**src/acc_pkg.sv**
```systemverilog
// Constants and carrier types for the analog comparator control block.
package acc_pkg;
   localparam logic [7:0] OFS_IRQ_EN = 8'h00;
   localparam logic [7:0] OFS_IRQ_ST = 8'h04;
   localparam logic [7:0] OFS_LOCK   = 8'h0C;
   localparam logic [7:0] OFS_CTRL   = 8'h10;
   localparam logic [7:0] OFS_FILC   = 8'h14;
   localparam logic [7:0] OFS_FILP   = 8'h18;
   localparam int         CTRL_OUT_BIT = 17;
   localparam logic [15:0] FILP_RST  = 16'h0000;
   // Trigger route codes.
   localparam logic [2:0] TRG_NONE    = 3'h0;
   localparam logic [2:0] TRG_A_BREAK = 3'h1;
   localparam logic [2:0] TRG_A_CAP1  = 3'h2;
   localparam logic [2:0] TRG_A_RCLR  = 3'h3;
   localparam logic [2:0] TRG_B_CAP1  = 3'h4;
   localparam logic [2:0] TRG_B_RCLR  = 3'h5;
   localparam int         TRG_LINES   = 5;

   // Control register layout, bit 14 down to bit 0.
   typedef struct packed {
      logic       blanking_select;
      logic [1:0] hysteresis_level;
      logic       output_polarity;
      logic       rsv10;
      logic [2:0] trigger_route_select;
      logic [1:0] rsv6;
      logic [1:0] reference_offset_select;
      logic       positive_input_select;
      logic       negative_input_select;
      logic       enable;
   } acc_ctrl_t;

   // Filter control layout, bit 10 down to bit 0.
   typedef struct packed {
      logic [4:0] filter_window_size;
      logic [4:0] filter_threshold;
      logic       filter_enable;
   } acc_filt_t;

   localparam acc_ctrl_t CTRL_RST = '0;
   localparam acc_filt_t FILT_RST = '0;
endpackage : acc_pkg

```
**src/acc_comparator_ctrl.sv**
```systemverilog
// Digital control around one analog comparator, with its APB register slave.
// Summary of operation
// - Raw result is high when positive input exceeds negative input.
// - Two-bit field selects 300, 200, 100 or 0 mV positive offset.
// - Polarity bit inverts the output seen by status, pin and triggers.
// - Two-bit hysteresis field selects none, low, medium or high.
// - Positive-input select bit picks first or second pin option.
// - Negative-input select bit picks first or second pin option.
// - Three-bit route field sends output to one timer input or none.
// - With blanking select set, an asserted blanking source forces the output inactive.
// - Filter has window, threshold, sampling rate and enable, all programmable.
// - Once set, the lock stays set until reset.
// - Result goes to a port pin and to timer trigger inputs.
// - Non-inverted: interrupt when status rises because positive exceeds negative.
// - Inverted: interrupt when status rises because positive is below negative.
// - Registers are an APB slave.
// - Lock makes control, filter control and prescaler registers read-only.
// - Writing 0 to the interrupt flag clears it.
// - Blanking select 1 uses timer A fifth compare as blanking source.
module acc_comparator_ctrl (
   input  wire logic                     clk_in,
   input  wire logic                     rst_n_in,
   input  wire logic                     psel_in,
   input  wire logic                     penable_in,
   input  wire logic                     pwrite_in,
   input  wire logic [7:0]               paddr_in,
   input  wire logic [31:0]              pwdata_in,
   output logic      [31:0]              prdata_out,
   output logic                          pready_out,
   output logic                          pslverr_out,
   input  wire logic                     raw_result_in,
   input  wire logic                     blank_source_in,
   output acc_pkg::acc_ctrl_t            analog_ctrl_out,
   output logic                          port_pin_out,
   output logic [acc_pkg::TRG_LINES-1:0] trigger_output_out,
   output logic                          irq_out
);
   import acc_pkg::*;

   // Counts the ones among the newest n+1 samples.
   function automatic logic [5:0] ones_in_window(input logic [31:0] h, input logic [4:0] n);
      logic [5:0] c;
      c = '0;
      for (int i = 0; i < 32; i++) begin
         if (i <= int'(n) && h[i]) begin
            c = c + 6'h01;
         end
      end
      return c;
   endfunction : ones_in_window

   acc_ctrl_t   ctrl_q, ctrl_d;
   acc_filt_t   filt_q, filt_d;
   logic [15:0] psc_q, psc_d;
   logic        inten_q, inten_d;
   logic        flag_q, flag_d;
   logic        lock_q, lock_d;
   logic [31:0] rdata_q, rdata_d;
   logic        ready_q, ready_d;
   logic        err_q, err_d;
   logic        sync1_q, sync2_q;
   logic [15:0] div_q, div_d;
   logic [31:0] hist_q, hist_d;
   logic        lvl_q, lvl_d;
   logic        out_q, out_d;
   logic        pin_q, pin_d;
   logic [TRG_LINES-1:0] trg_q, trg_d;
   logic        irq_q, irq_d;
   logic        acc, wr, mapped, tick;
   logic [5:0]  ones, zeros, thr;

   // The analog result is asynchronous; two flops before anything reads it.
   always_ff @(posedge clk_in) begin
      if (!rst_n_in) begin
         sync1_q <= 1'b0;
         sync2_q <= 1'b0;
      end else begin
         sync1_q <= raw_result_in;
         sync2_q <= sync1_q;
      end
   end

   // Register slave: one wait state, so every answer comes from a flop.
   always_comb begin
      acc     = psel_in && penable_in && ready_q;
      wr      = acc && pwrite_in;
      ready_d = psel_in && penable_in && !ready_q;
      mapped  = 1'b1;
      rdata_d = '0;
      if (paddr_in == OFS_IRQ_EN) begin
         rdata_d[0] = inten_q;
      end else if (paddr_in == OFS_IRQ_ST) begin
         rdata_d[0] = flag_q;
      end else if (paddr_in == OFS_LOCK) begin
         rdata_d[0] = lock_q;
      end else if (paddr_in == OFS_CTRL) begin
         rdata_d[$bits(acc_ctrl_t)-1:0] = ctrl_q;
         rdata_d[CTRL_OUT_BIT]          = out_q;
      end else if (paddr_in == OFS_FILC) begin
         rdata_d[$bits(acc_filt_t)-1:0] = filt_q;
      end else if (paddr_in == OFS_FILP) begin
         rdata_d[15:0] = psc_q;
      end else begin
         mapped = 1'b0;
      end
      if (!ready_d) begin
         rdata_d = rdata_q;
      end
      err_d = ready_d && !mapped;
   end

   // Register writes; locked registers silently keep their contents.
   always_comb begin
      inten_d = inten_q;
      lock_d  = lock_q;
      ctrl_d  = ctrl_q;
      filt_d  = filt_q;
      psc_d   = psc_q;
      if (wr && paddr_in == OFS_IRQ_EN) begin
         inten_d = pwdata_in[0];
      end
      if (wr && paddr_in == OFS_LOCK && pwdata_in[0]) begin
         lock_d = 1'b1;
      end
      if (wr && !lock_q) begin
         if (paddr_in == OFS_CTRL) begin
            ctrl_d      = acc_ctrl_t'(pwdata_in[$bits(acc_ctrl_t)-1:0]);
            ctrl_d.rsv10 = 1'b0;
            ctrl_d.rsv6  = 2'h0;
         end else if (paddr_in == OFS_FILC) begin
            filt_d = acc_filt_t'(pwdata_in[$bits(acc_filt_t)-1:0]);
         end else if (paddr_in == OFS_FILP) begin
            psc_d = pwdata_in[15:0];
         end
      end
   end

   // Filter: sample every psc+1 clocks, vote over the window.
   always_comb begin
      tick   = (div_q == psc_q);
      div_d  = tick ? 16'h0000 : div_q + 16'h0001;
      hist_d = tick ? {hist_q[30:0], sync2_q} : hist_q;
      ones   = ones_in_window(hist_q, filt_q.filter_window_size);
      zeros  = {1'b0, filt_q.filter_window_size} + 6'h01 - ones;
      thr    = (filt_q.filter_threshold == 5'h00) ? 6'h01 : {1'b0, filt_q.filter_threshold};
      lvl_d  = lvl_q;
      if (!filt_q.filter_enable) begin
         lvl_d = sync2_q;
      end else if (ones >= thr && zeros < thr) begin
         lvl_d = 1'b1;
      end else if (zeros >= thr && ones < thr) begin
         lvl_d = 1'b0;
      end
   end

   // Output path: polarity, then blanking, then routing and the interrupt flag.
   always_comb begin
      out_d = ctrl_q.enable && (lvl_q ^ ctrl_q.output_polarity);
      if (ctrl_q.blanking_select && blank_source_in) begin
         out_d = 1'b0;
      end
      pin_d = out_d;
      for (int i = 0; i < TRG_LINES; i++) begin
         trg_d[i] = out_d && (ctrl_q.trigger_route_select == 3'(i + 1));
      end
      flag_d = flag_q;
      if (wr && paddr_in == OFS_IRQ_ST && !pwdata_in[0]) begin
         flag_d = 1'b0;
      end
      if (out_d && !out_q) begin
         flag_d = 1'b1;
      end
      irq_d = flag_d && inten_d;
   end

   // State registers, reset to their documented values.
   always_ff @(posedge clk_in) begin
      if (!rst_n_in) begin
         ctrl_q  <= CTRL_RST;
         filt_q  <= FILT_RST;
         psc_q   <= FILP_RST;
         inten_q <= 1'b0;
         flag_q  <= 1'b0;
         lock_q  <= 1'b0;
         rdata_q <= '0;
         ready_q <= 1'b0;
         err_q   <= 1'b0;
         div_q   <= '0;
         hist_q  <= '0;
         lvl_q   <= 1'b0;
         out_q   <= 1'b0;
         pin_q   <= 1'b0;
         trg_q   <= '0;
         irq_q   <= 1'b0;
      end else begin
         ctrl_q  <= ctrl_d;
         filt_q  <= filt_d;
         psc_q   <= psc_d;
         inten_q <= inten_d;
         flag_q  <= flag_d;
         lock_q  <= lock_d;
         rdata_q <= rdata_d;
         ready_q <= ready_d;
         err_q   <= err_d;
         div_q   <= div_d;
         hist_q  <= hist_d;
         lvl_q   <= lvl_d;
         out_q   <= out_d;
         pin_q   <= pin_d;
         trg_q   <= trg_d;
         irq_q   <= irq_d;
      end
   end

   assign prdata_out         = rdata_q;
   assign pready_out         = ready_q;
   assign pslverr_out        = err_q;
   assign analog_ctrl_out    = ctrl_q;
   assign port_pin_out       = pin_q;
   assign trigger_output_out = trg_q;
   assign irq_out            = irq_q;

   // Checks on the behaviour above.
   chk_lock_sticky: assert property (@(posedge clk_in) disable iff (!rst_n_in)
      lock_q |=> lock_q) else $error("lock bit dropped");
   chk_lock_ctrl_frozen: assert property (@(posedge clk_in) disable iff (!rst_n_in)
      lock_q |=> $stable(ctrl_q) && $stable(filt_q) && $stable(psc_q)) else $error("locked register changed");
   chk_flag_on_rise: assert property (@(posedge clk_in) disable iff (!rst_n_in)
      $rose(out_q) |-> flag_q) else $error("flag not set on output rise");
   chk_flag_clear_write: assert property (@(posedge clk_in) disable iff (!rst_n_in)
      (wr && paddr_in == OFS_IRQ_ST && !pwdata_in[0] && !out_d) |=> !flag_q) else $error("flag not cleared");
   chk_irq_gating: assert property (@(posedge clk_in) disable iff (!rst_n_in)
      irq_q == (flag_q && inten_q)) else $error("interrupt not flag and enable");
   chk_blank_forces_low: assert property (@(posedge clk_in) disable iff (!rst_n_in)
      (ctrl_q.blanking_select && blank_source_in) |=> !out_q && trg_q == '0) else $error("blanking ignored");
   chk_route_onehot: assert property (@(posedge clk_in) disable iff (!rst_n_in)
      $onehot0(trg_q) && (trg_q == '0 || pin_q)) else $error("trigger routing wrong");
   chk_apb_one_wait: assert property (@(posedge clk_in) disable iff (!rst_n_in)
      (psel_in && !penable_in) ##1 (psel_in && penable_in) |=> pready_out ##1 !pready_out)
      else $error("answer timing wrong");
   chk_polarity_path: assert property (@(posedge clk_in) disable iff (!rst_n_in)
      (ctrl_q.enable && !ctrl_q.blanking_select && $stable(ctrl_q)) |=> out_q == ($past(lvl_q) ^ $past(ctrl_q.output_polarity)))
      else $error("polarity path wrong");

   // Output path: an unfiltered level follows the synchroniser, and the pin mirrors the output.
   chk_sync_passthru: assert property (@(posedge clk_in) disable iff (!rst_n_in)
      !filt_q.filter_enable |=> lvl_q == $past(sync2_q))
      else $error("unfiltered level lost the input");
   chk_out_disabled: assert property (@(posedge clk_in) disable iff (!rst_n_in)
      !ctrl_q.enable |=> !out_q)
      else $error("disabled comparator drove output");
   chk_pin_follows_out: assert property (@(posedge clk_in) disable iff (!rst_n_in)
      pin_q == out_q)
      else $error("pin differs from output");

   // Routing: each code reaches only its own line, and unused codes reach none.
   chk_route_none: assert property (@(posedge clk_in) disable iff (!rst_n_in)
      (ctrl_q.trigger_route_select == TRG_NONE) |=> trg_q == '0)
      else $error("route none drove a trigger");
   chk_route_reserved: assert property (@(posedge clk_in) disable iff (!rst_n_in)
      (ctrl_q.trigger_route_select > TRG_B_RCLR) |=> trg_q == '0)
      else $error("reserved route drove a trigger");
   chk_route_break: assert property (@(posedge clk_in) disable iff (!rst_n_in)
      (ctrl_q.trigger_route_select == TRG_A_BREAK) |=> trg_q[0] == out_q)
      else $error("break line differs from output");
   chk_route_ref_b: assert property (@(posedge clk_in) disable iff (!rst_n_in)
      (ctrl_q.trigger_route_select == TRG_B_RCLR) |=> trg_q[4] == out_q)
      else $error("second timer clear line differs from output");

   // Filter: a split vote holds the level, and a minority never moves it.
   chk_filter_hold: assert property (@(posedge clk_in) disable iff (!rst_n_in)
      (filt_q.filter_enable && ones < thr && zeros < thr) |=> $stable(lvl_q))
      else $error("filter moved on a split vote");
   chk_filter_no_rise: assert property (@(posedge clk_in) disable iff (!rst_n_in)
      (filt_q.filter_enable && !lvl_q && ones < thr) |=> !lvl_q)
      else $error("filter rose without enough ones");
   chk_filter_no_fall: assert property (@(posedge clk_in) disable iff (!rst_n_in)
      (filt_q.filter_enable && lvl_q && zeros < thr) |=> lvl_q)
      else $error("filter fell without enough zeros");
   chk_sample_idle: assert property (@(posedge clk_in) disable iff (!rst_n_in)
      (div_q != psc_q) |=> $stable(hist_q))
      else $error("history shifted between sample ticks");

   // Register slave: single-cycle answers, error only on unmapped offsets, sticky flags.
   chk_ready_pulse: assert property (@(posedge clk_in) disable iff (!rst_n_in)
      pready_out |=> !pready_out)
      else $error("ready held longer than one cycle");
   chk_err_with_ready: assert property (@(posedge clk_in) disable iff (!rst_n_in)
      pslverr_out |-> pready_out)
      else $error("error without ready");
   chk_unmapped_err: assert property (@(posedge clk_in) disable iff (!rst_n_in)
      (psel_in && penable_in && !ready_q && !mapped) |=> pslverr_out)
      else $error("unmapped offset not flagged");
   chk_lock_on_write: assert property (@(posedge clk_in) disable iff (!rst_n_in)
      (wr && paddr_in == OFS_LOCK && pwdata_in[0]) |=> lock_q)
      else $error("lock write not taken");
   chk_flag_held: assert property (@(posedge clk_in) disable iff (!rst_n_in)
      (flag_q && !(wr && paddr_in == OFS_IRQ_ST && !pwdata_in[0])) |=> flag_q)
      else $error("flag dropped without a clear");
   chk_filp_write: assert property (@(posedge clk_in) disable iff (!rst_n_in)
      (wr && !lock_q && paddr_in == OFS_FILP) |=> psc_q == $past(pwdata_in[15:0]))
      else $error("unlocked prescaler write lost");
endmodule : acc_comparator_ctrl

```
**config.mk**
```make
export PLATFORM = sky130hd
export DESIGN_NAME = acc_comparator_ctrl
export DESIGN_NICKNAME = d
export VERILOG_FILES = /design/src/acc_pkg.sv /design/src/acc_comparator_ctrl.sv
export SDC_FILE = /design/constraint.sdc
export NUM_CORES = 1
export LEC_CHECK = 0
export BUFFER_PORTS_ARGS = -buffer_cell sky130_fd_sc_hd__buf_2
export CORE_MARGIN = 4
export CORE_UTILIZATION = 26
export CTS_BUF_LIST = sky130_fd_sc_hd__clkbuf_8
export DETAILED_ROUTE_END_ITERATION = 8
export HOLD_SLACK_MARGIN = 0.06
export SLEW_MARGIN = 25
export SYNTH_ARGS = -nofsm -noshare
export SYNTH_HDL_FRONTEND = slang
export SYNTH_SLANG_ARGS = --single-unit
```
**constraint.sdc**
```tcl
create_clock -name clk_in -period 20.3 [get_ports clk_in]
set_clock_uncertainty 0.05 [all_clocks]
set_input_delay 1.015 -clock clk_in [delete_from_list [all_inputs] [get_ports clk_in]]
set_output_delay 1.015 -clock clk_in [all_outputs]
set_load 0.02 [all_outputs]
```
==> results of run 1 <==
-- worst paths after layout --
| path | to |
|---|---|
| worst max-delay path | lvl_q |
| worst min-delay path | sync2_q |
| worst max register to register | lvl_q |
| worst min register to register | sync2_q |
-- flip-flops by register name, summed over array words and instances (netlist names) --
name	cells
filt_q	11
div_q	16
pready_out	1
lock_q	1
sync1_q	1
irq_out	1
inten_q	1
analog_ctrl_out	12
pslverr_out	1
port_pin_out	1
trigger_output_out	5
hist_q	32
psc_q	16
sync2_q	1
lvl_q	1
prdata_out	17
flag_q	1
-- per-stage QoR --
step           setup WS [ns]  hold WS [ns]  power, uW  util (%)
2_1_floorplan       0.007054        0.3619      262.8         -
3_5_place_dp         -0.7528        0.3721      270.6     30.10
6_report              0.2316        0.3907      477.0     33.28
3_3_place_gp         -0.5624        0.3813      270.3     30.10
4_1_cts             0.006709        0.3989      480.4     32.39
5_1_grt              -0.9565        0.4171      495.9     33.28
-- kinds of logic (layout without fill, tap and decap cells) --
group,after synthesis,count (layout),share of synthesized area [%]
AND/OR/NAND/NOR,471,471,22.87
flip-flops,119,119,23.47
other,1,18,0.03695
multiplexers,54,54,5.461
AO/OA/AOI/OAI,253,253,18.12
XOR/XNOR,161,161,18.27
buffers and inverters,117,272,5.165
adder cells (fa/ha/maj),53,53,6.607
-- routing by layer --
metal,track usage [%],vias up,share of wire [%]
met2,22.50,163,50
met4,3.445,4,1.3
met3,2.017,35,3.3
li1,-,4649,-
met5,0,-,0.10
met1,16.11,4362,46
-- area by class of cell --
class,instances,area (sq um),share of cell area (%)
multi-input combinational,1010,7940,61.74
inverter,36,137.6,1.070
timing repair buffer,204,1361,10.59
clock inverter,12,111.4,0.8659
clock buffer,20,275.3,2.140
sequential,119,2386,18.55
tap,518,648.1,5.040
-- worst register-to-register path, delay by kind of cell, from the launching register on --
| family | cells | cell delay (ns) |
|---|---|---|
| buffers and inverters | 9 | 0.76 |
| AOI/OAI and AO/OA | 33 | 4.62 |
| and+or+nand+nor | 32 | 3.94 |
| DFF | 1 | 0.32 |
| xor gates and xnor gates | 3 | 0.54 |
| muxes | 8 | 1.64 |
| adders and majority gates | 31 | 8.12 |
-- where the power goes --
group	internal, uW	total, uW	switching, uW
clock	116	210	93.7
sequential	235	237	1.23
combinational	11.9	30.4	18.6
total	364	477	113
-- cell usage in the layout, fill, tap and decap left out, types with 7 or more instances in the layout --
cell	instances
a21boi_0	43
a21oi_1	33
a21oi_2	8
a221oi_1	7
a22oi_1	7
a31oi_1	12
and2_1	21
and3_1	20
buf_2	68
buf_4	136
clkbuf_8	20
conb_1	18
dfxtp_1	116
ha_1	26
ha_4	25
inv_1	34
mux2_4	7
mux2i_1	44
nand2_1	151
nand2b_1	13
nand3_1	44
nand4_1	14
nor2_1	76
nor2b_1	38
nor3_1	19
nor3b_1	10
nor4_1	10
o211a_1	15
o211ai_1	15
o21a_1	7
o21ai_0	21
o22ai_1	11
or3_1	8
xnor2_1	60
xnor2_2	11
xnor3_1	14
xor2_1	64
-- repair_timing --
action	in CTS	in global routing
pin swaps	59	65
gates resized for setup	37	46
endpoints found under the setup margin	1	1
buffers inserted	37	12
==> summary.md, run 1 <==
| Metric | Value |
|---|---|
| Status | completed |
| Syn Area/Cell | between 8 and 9 sq um |
| Final period utilization | a little over nine tenths |
| Hold path cells | 1 |
| Clock sink count | about 120 |
| Mapped cell area | 0.01015 sq mm |
| Die Ht | 205.6 um |
| Initial antenna violation count | 2 |
| Cell depth of the worst setup path | roughly 120 |
| Setup violators final | 0 |
| Layout cell share with drive strength beyond 1 | between 20% and 30% |
| DR vias | between 9000 and 10000 |
| Drt via density | around 4.8 |
| Clock Tree Buf Depth | 2 |
| Cell variety after synth | 81 |
| Antenna diodes | 0 |
| # placed instances | 1840 |
| Final instance area | 0.01286 sq mm |
| Final wirelength | around 28000 um |
| Critical Path RT | a little over 20 ns |
| Most instantiated cells after synthesis | nand2_1, dfxtp_1, nor2_1 |
| Final max-slew violation count | 0 |
| CTS tree | done |
| Rel. slew slack | between 30% and 40% |
| Total gr overflow | 0 |
| Cell count after synthesis | around 1200 |
| Post-synth ARST share | 0% |
| Leak | 0.005475 uW |
| Measured slew at the worst slew-check pin | 1.026 ns |
| R2R Path Start | filt_q[6] |
| Unrepaired setup endpoints after global routing | yes |
| Initial drt markers | between 500 and 600 |
| DRT antenna net count | 0 |
| GRT Util Overall | between 10% and 20% |
| Sequential share of the synthesized area | about a quarter |
| Final Hold Fails | 0 |
| Max-cap violations | 0 |
| Hold buffers post-CTS | 0 |
| Top delay family on crit path | adder cells |
| Die ar. | 0.04226 sq mm |
| FF+latch count, synth | 119 |
| Dpl hpwl | 19910 um |
| DRC | 0 |
| Crit path launch | filt_q[6] |
| Fmax | roughly 0.05 GHz |
| Fin cells | approximately 1900 |
| Placed inst area | between 0.01 and 0.015 sq mm |
| Most frequent CP cell | ha_4 |
| Pre-antenna DRT Iters | 4 |
| Fin Setup TNS | 0 ns |
| Routed WL per cell | 14.40 um |
| Worst setup EP type | flop |
| Worst hold start | sync1_q |
| CP bufs+invs | 9 |
| First-pass GRT wire length | around 45000 um |
| CP Data Arrival Time | between 20 and 25 ns |
| Starting density of the core | a little over a quarter |
| Clk_lat worst skew | 0.44 ns |
| Htree depth | 4 |
| Min Tclk post-route | between 20 and 25 ns |
| Worst path max stage delay | between 0.3 and 0.4 ns |
| Top FF cell, synth | dfxtp_1 |
| Top cells by area, synth | dfxtp_1, ha_1, nand2_1, xor2_1, xnor2_1 |
| HP Class | reg -> reg |
| Startpoint types | flop |
| Reg clk slew, reported paths | around 0.070 ns |
| Leading cell type by number of instances after synthesis | nand2_1 |
| Die W | a little over 200 um |
| Final #Nets | about 1500 |
| Setup Crit Path Kind | reg -> reg |
| CTS buffer count | 17 |
| Share of the synthesized area in the top cell type | 23.47% |
| Slowest cell on the critical path | fa_2 |
| Vias in the first global route | roughly 9000 |
| Worst VDD drop | between 0.03 and 0.04 mV |
| Biggest area consumer among synthesized cells | dfxtp_1 |
| R2R Setup Slk | 0.23 ns |
| Reg2Reg Depth | between 100 and 150 |
| Top Ports | 103 |
| FP Rows | slightly above 70 |
| Crit path max fanout | 3 |
| Root Driver | clkbuf_8 |
| GP Congestion | around 0.82 |
| Synth Warn # | 0 |
| EDFF count, synth | 0 |
| Port bufs | 68 |
| Largest net degree at the start of global routing | 95 |
| Area Growth Syn to Fin | 26.70% |
| Core region area | about 0.039 sq mm |
| Power Density | ~37 mW/mm^2 |
| Layout fillers | roughly 4000 |
(Power assumes the default switching activity.)
==> inputs of run 2 (changes only) <==
Settings changed: CELL_PAD_IN_SITES_DETAIL_PLACEMENT set to 0, CELL_PAD_IN_SITES_GLOBAL_PLACEMENT set to 1, PLACE_DENSITY_LB_ADDON set to 0.1.
==> run 2 against run 1 <==
  * Sequential cell count unchanged
  * Sequential power hardly changed
  * Combinational power increased by 4%
  * Non-clock buffer count increased by 5
  * Fmax is 0.32% higher
  * Clock-buffer cell count fell by 3
  * Hold slack worse by 0.00099 ns
  * Clock power rose by 15%
  * Power is 6.6% higher
  * Global-route usage up 1.5 points
  * First-iteration DRC count fell by 41%
  * Critical path type unchanged
==> summary.md, run 2 (synthesis results as in run 1) <==
| Metric | Value |
|---|---|
| Starting density of the core | roughly a quarter |
| GP Congestion | approximately 0.76 |
| Initial antenna violation count | 1 |
| Seq pwr share | a little under half |
| Largest net degree at the start of global routing | slightly below 60 |
| Final #Nets | 1493 |
| Sw Share | around 25% |
| Die W | 205.6 um |
| Area Growth Syn to Fin | 27.74% |
| Leak | roughly 0.0055 uW |
| Final wirelength | ~30000 um |
| Routed WL per cell | ~16 um |
| Min Tclk post-route | ~20 ns |
| Max-cap violations | 0 |
| Pre-antenna DRT Iters | 4 |
| CTS buffer count | 17 |
| Antenna diodes | 0 |
| Clock Tree Buf Depth | 2 |
| DRC | 0 |
| Fin Setup TNS | 0 ns |
| CP Data Arrival Time | approximately 20 ns |
| Die ar. | 0.04226 sq mm |
| Core region area | between 0.03 and 0.04 sq mm |
| Setup Crit Path Kind | reg -> reg |
| Unrepaired setup endpoints after global routing | yes |
| Critical Path RT | about 21 ns |
| Worst setup EP type | flop |
| P_sw | approximately 130 uW |
| Internal Power | 381.9 uW |
| Crit path max fanout | 3 |
| Combinational share of power | between 6 and 7% |
| HP Class | reg -> reg |
| Die Ht | 205.6 um |
| Commonest non-fill, non-tap cell in the layout | nand2_1 |
| Final instance area | approximately 0.013 sq mm |
| Worst VDD drop | 0.04450 mV |
| Initial drt markers | between 300 and 400 |
| Setup violators final | 0 |
| Reg clk slew, reported paths | 0.07 ns |
| Measured slew at the worst slew-check pin | around 0.75 ns |
| CTS tree | done |
| Final max-slew violation count | 0 |
| Most frequent cells in the layout | nand2_1, buf_4, dfxtp_1, nor2_1, buf_2 |
| Power Density | approximately 39 mW/mm^2 |
| GRT Util Overall | approximately 14% |
| Most frequent CP cell | ha_4 |
| Drt via density | about 4.7 |
| # placed instances | 1855 |
| Vias in the first global route | between 8000 and 9000 |
| Core Util, Final | about a third |
| Total gr overflow | 0 |
| Port bufs | 68 |
| Layout cell share with drive strength beyond 1 | 26.33% |
| Placed inst area | about 0.012 sq mm |
| Worst hold slack | 0.3897 ns |
| Dpl hpwl | 22670 um |
| Fin cells | approximately 1900 |
| Status | completed |
| Final Hold Fails | 0 |
| Rel. slew slack | around half |
| Worst path max stage delay | 0.37 ns |
| Startpoint types | flop |
| DRT antenna net count | 0 |
| Top Ports | about 100 |
| Layout fillers | 4045 |
| Final period utilization | a little over nine tenths |
| Slowest cell on the critical path | fa_2 |
| Reg with most FFs | hist_q |
| Clk_lat worst skew | between 0.4 and 0.5 ns |
| FP Rows | just over 70 |
| Htree depth | 4 |
| First-pass GRT wire length | 48970 um |
| DR vias | a little under 9000 |
| Max reg flops | 32 |
| Clock sink count | 119 |
| Fmax | ~0.050 GHz |
| Clock power share | 47.3% |
| Root Driver | clkbuf_8 |
run 2: changes by cell type in the layout (fill, tap and decap cells not counted), sizes merged:
cell and change:
buf +5, bufinv +2, clkbuf -3, clkinv +1, clkinvlp +2, inv -3
run 2: final timing paths:
path,startpoint,to,slack [ns],cells after the start
worst min register to register,sync1_q,sync2_q,0.39,1
worst max register to register,filt_q[7],lvl_q,0.30,114
worst min-delay path,sync1_q,sync2_q,0.39,1
worst max-delay path,filt_q[7],lvl_q,0.30,114
run 2: area by class of cell:
| type | count | area, sq um | share of cell area, % |
|---|---|---|---|
| multi-input cells | 1010 | 7956 | 61.37 |
| flip-flops and latches | 119 | 2386 | 18.40 |
| repair buffers | 209 | 1403 | 10.82 |
| well taps | 518 | 648.1 | 4.999 |
| clock buffers | 17 | 234.0 | 1.805 |
| clock inverters | 14 | 202.7 | 1.563 |
| inverters | 36 | 135.1 | 1.042 |
run 2: worst max-delay path, delay by kind of cell, from the launching register on:
family                   cells  cell delay (ns)
adder cells (fa/ha/maj)     33             8.69
AO/OA/AOI/OAI               28             3.99
AND/OR/NAND/NOR             30             3.40
multiplexers                 8             1.80
buffers and inverters       12             1.09
XOR/XNOR                     3             0.53
flip-flops                   1             0.32
run 2: layer usage:
layer	track usage, %	up-vias	wire length, um
met1	20.41	4191	15500
met3	1.860	18	600
li1	-	4651	-
met2	23.21	86	14070
met4	2.727	2	171
met5	0	-	8
run 2: power by group through the flow:
stage | sequential (uW) | clock (uW) | combinational (uW)
finish | 236 | 241 | 31.5
global route | 237 | 259 | 34.6
CTS | 236 | 249 | 30.5
detailed placement | 242 | 0 | 30.1
global placement | 242 | 0 | 30.2
floorplan | 244 | 0 | 19.1
run 2: through the flow:
step	power [uW]	setup slack (ns)
CTS	516.2	-0.3540
finish	508.4	0.2960
floorplan	262.8	0.007054
detailed placement	272.0	-0.8744
global placement	272.1	-0.5895
global route	530.1	-0.8797
run 2: repair_timing:
action | in CTS | in global routing
hold buffers | 0 | 0
setup buffers | 28 | 10
cloned | 0 | 0
endpoints found under the hold margin | 0 | 0
pin swaps | 26 | 67
resized for setup | 17 | 73
endpoints found under the setup margin | 1 | 1
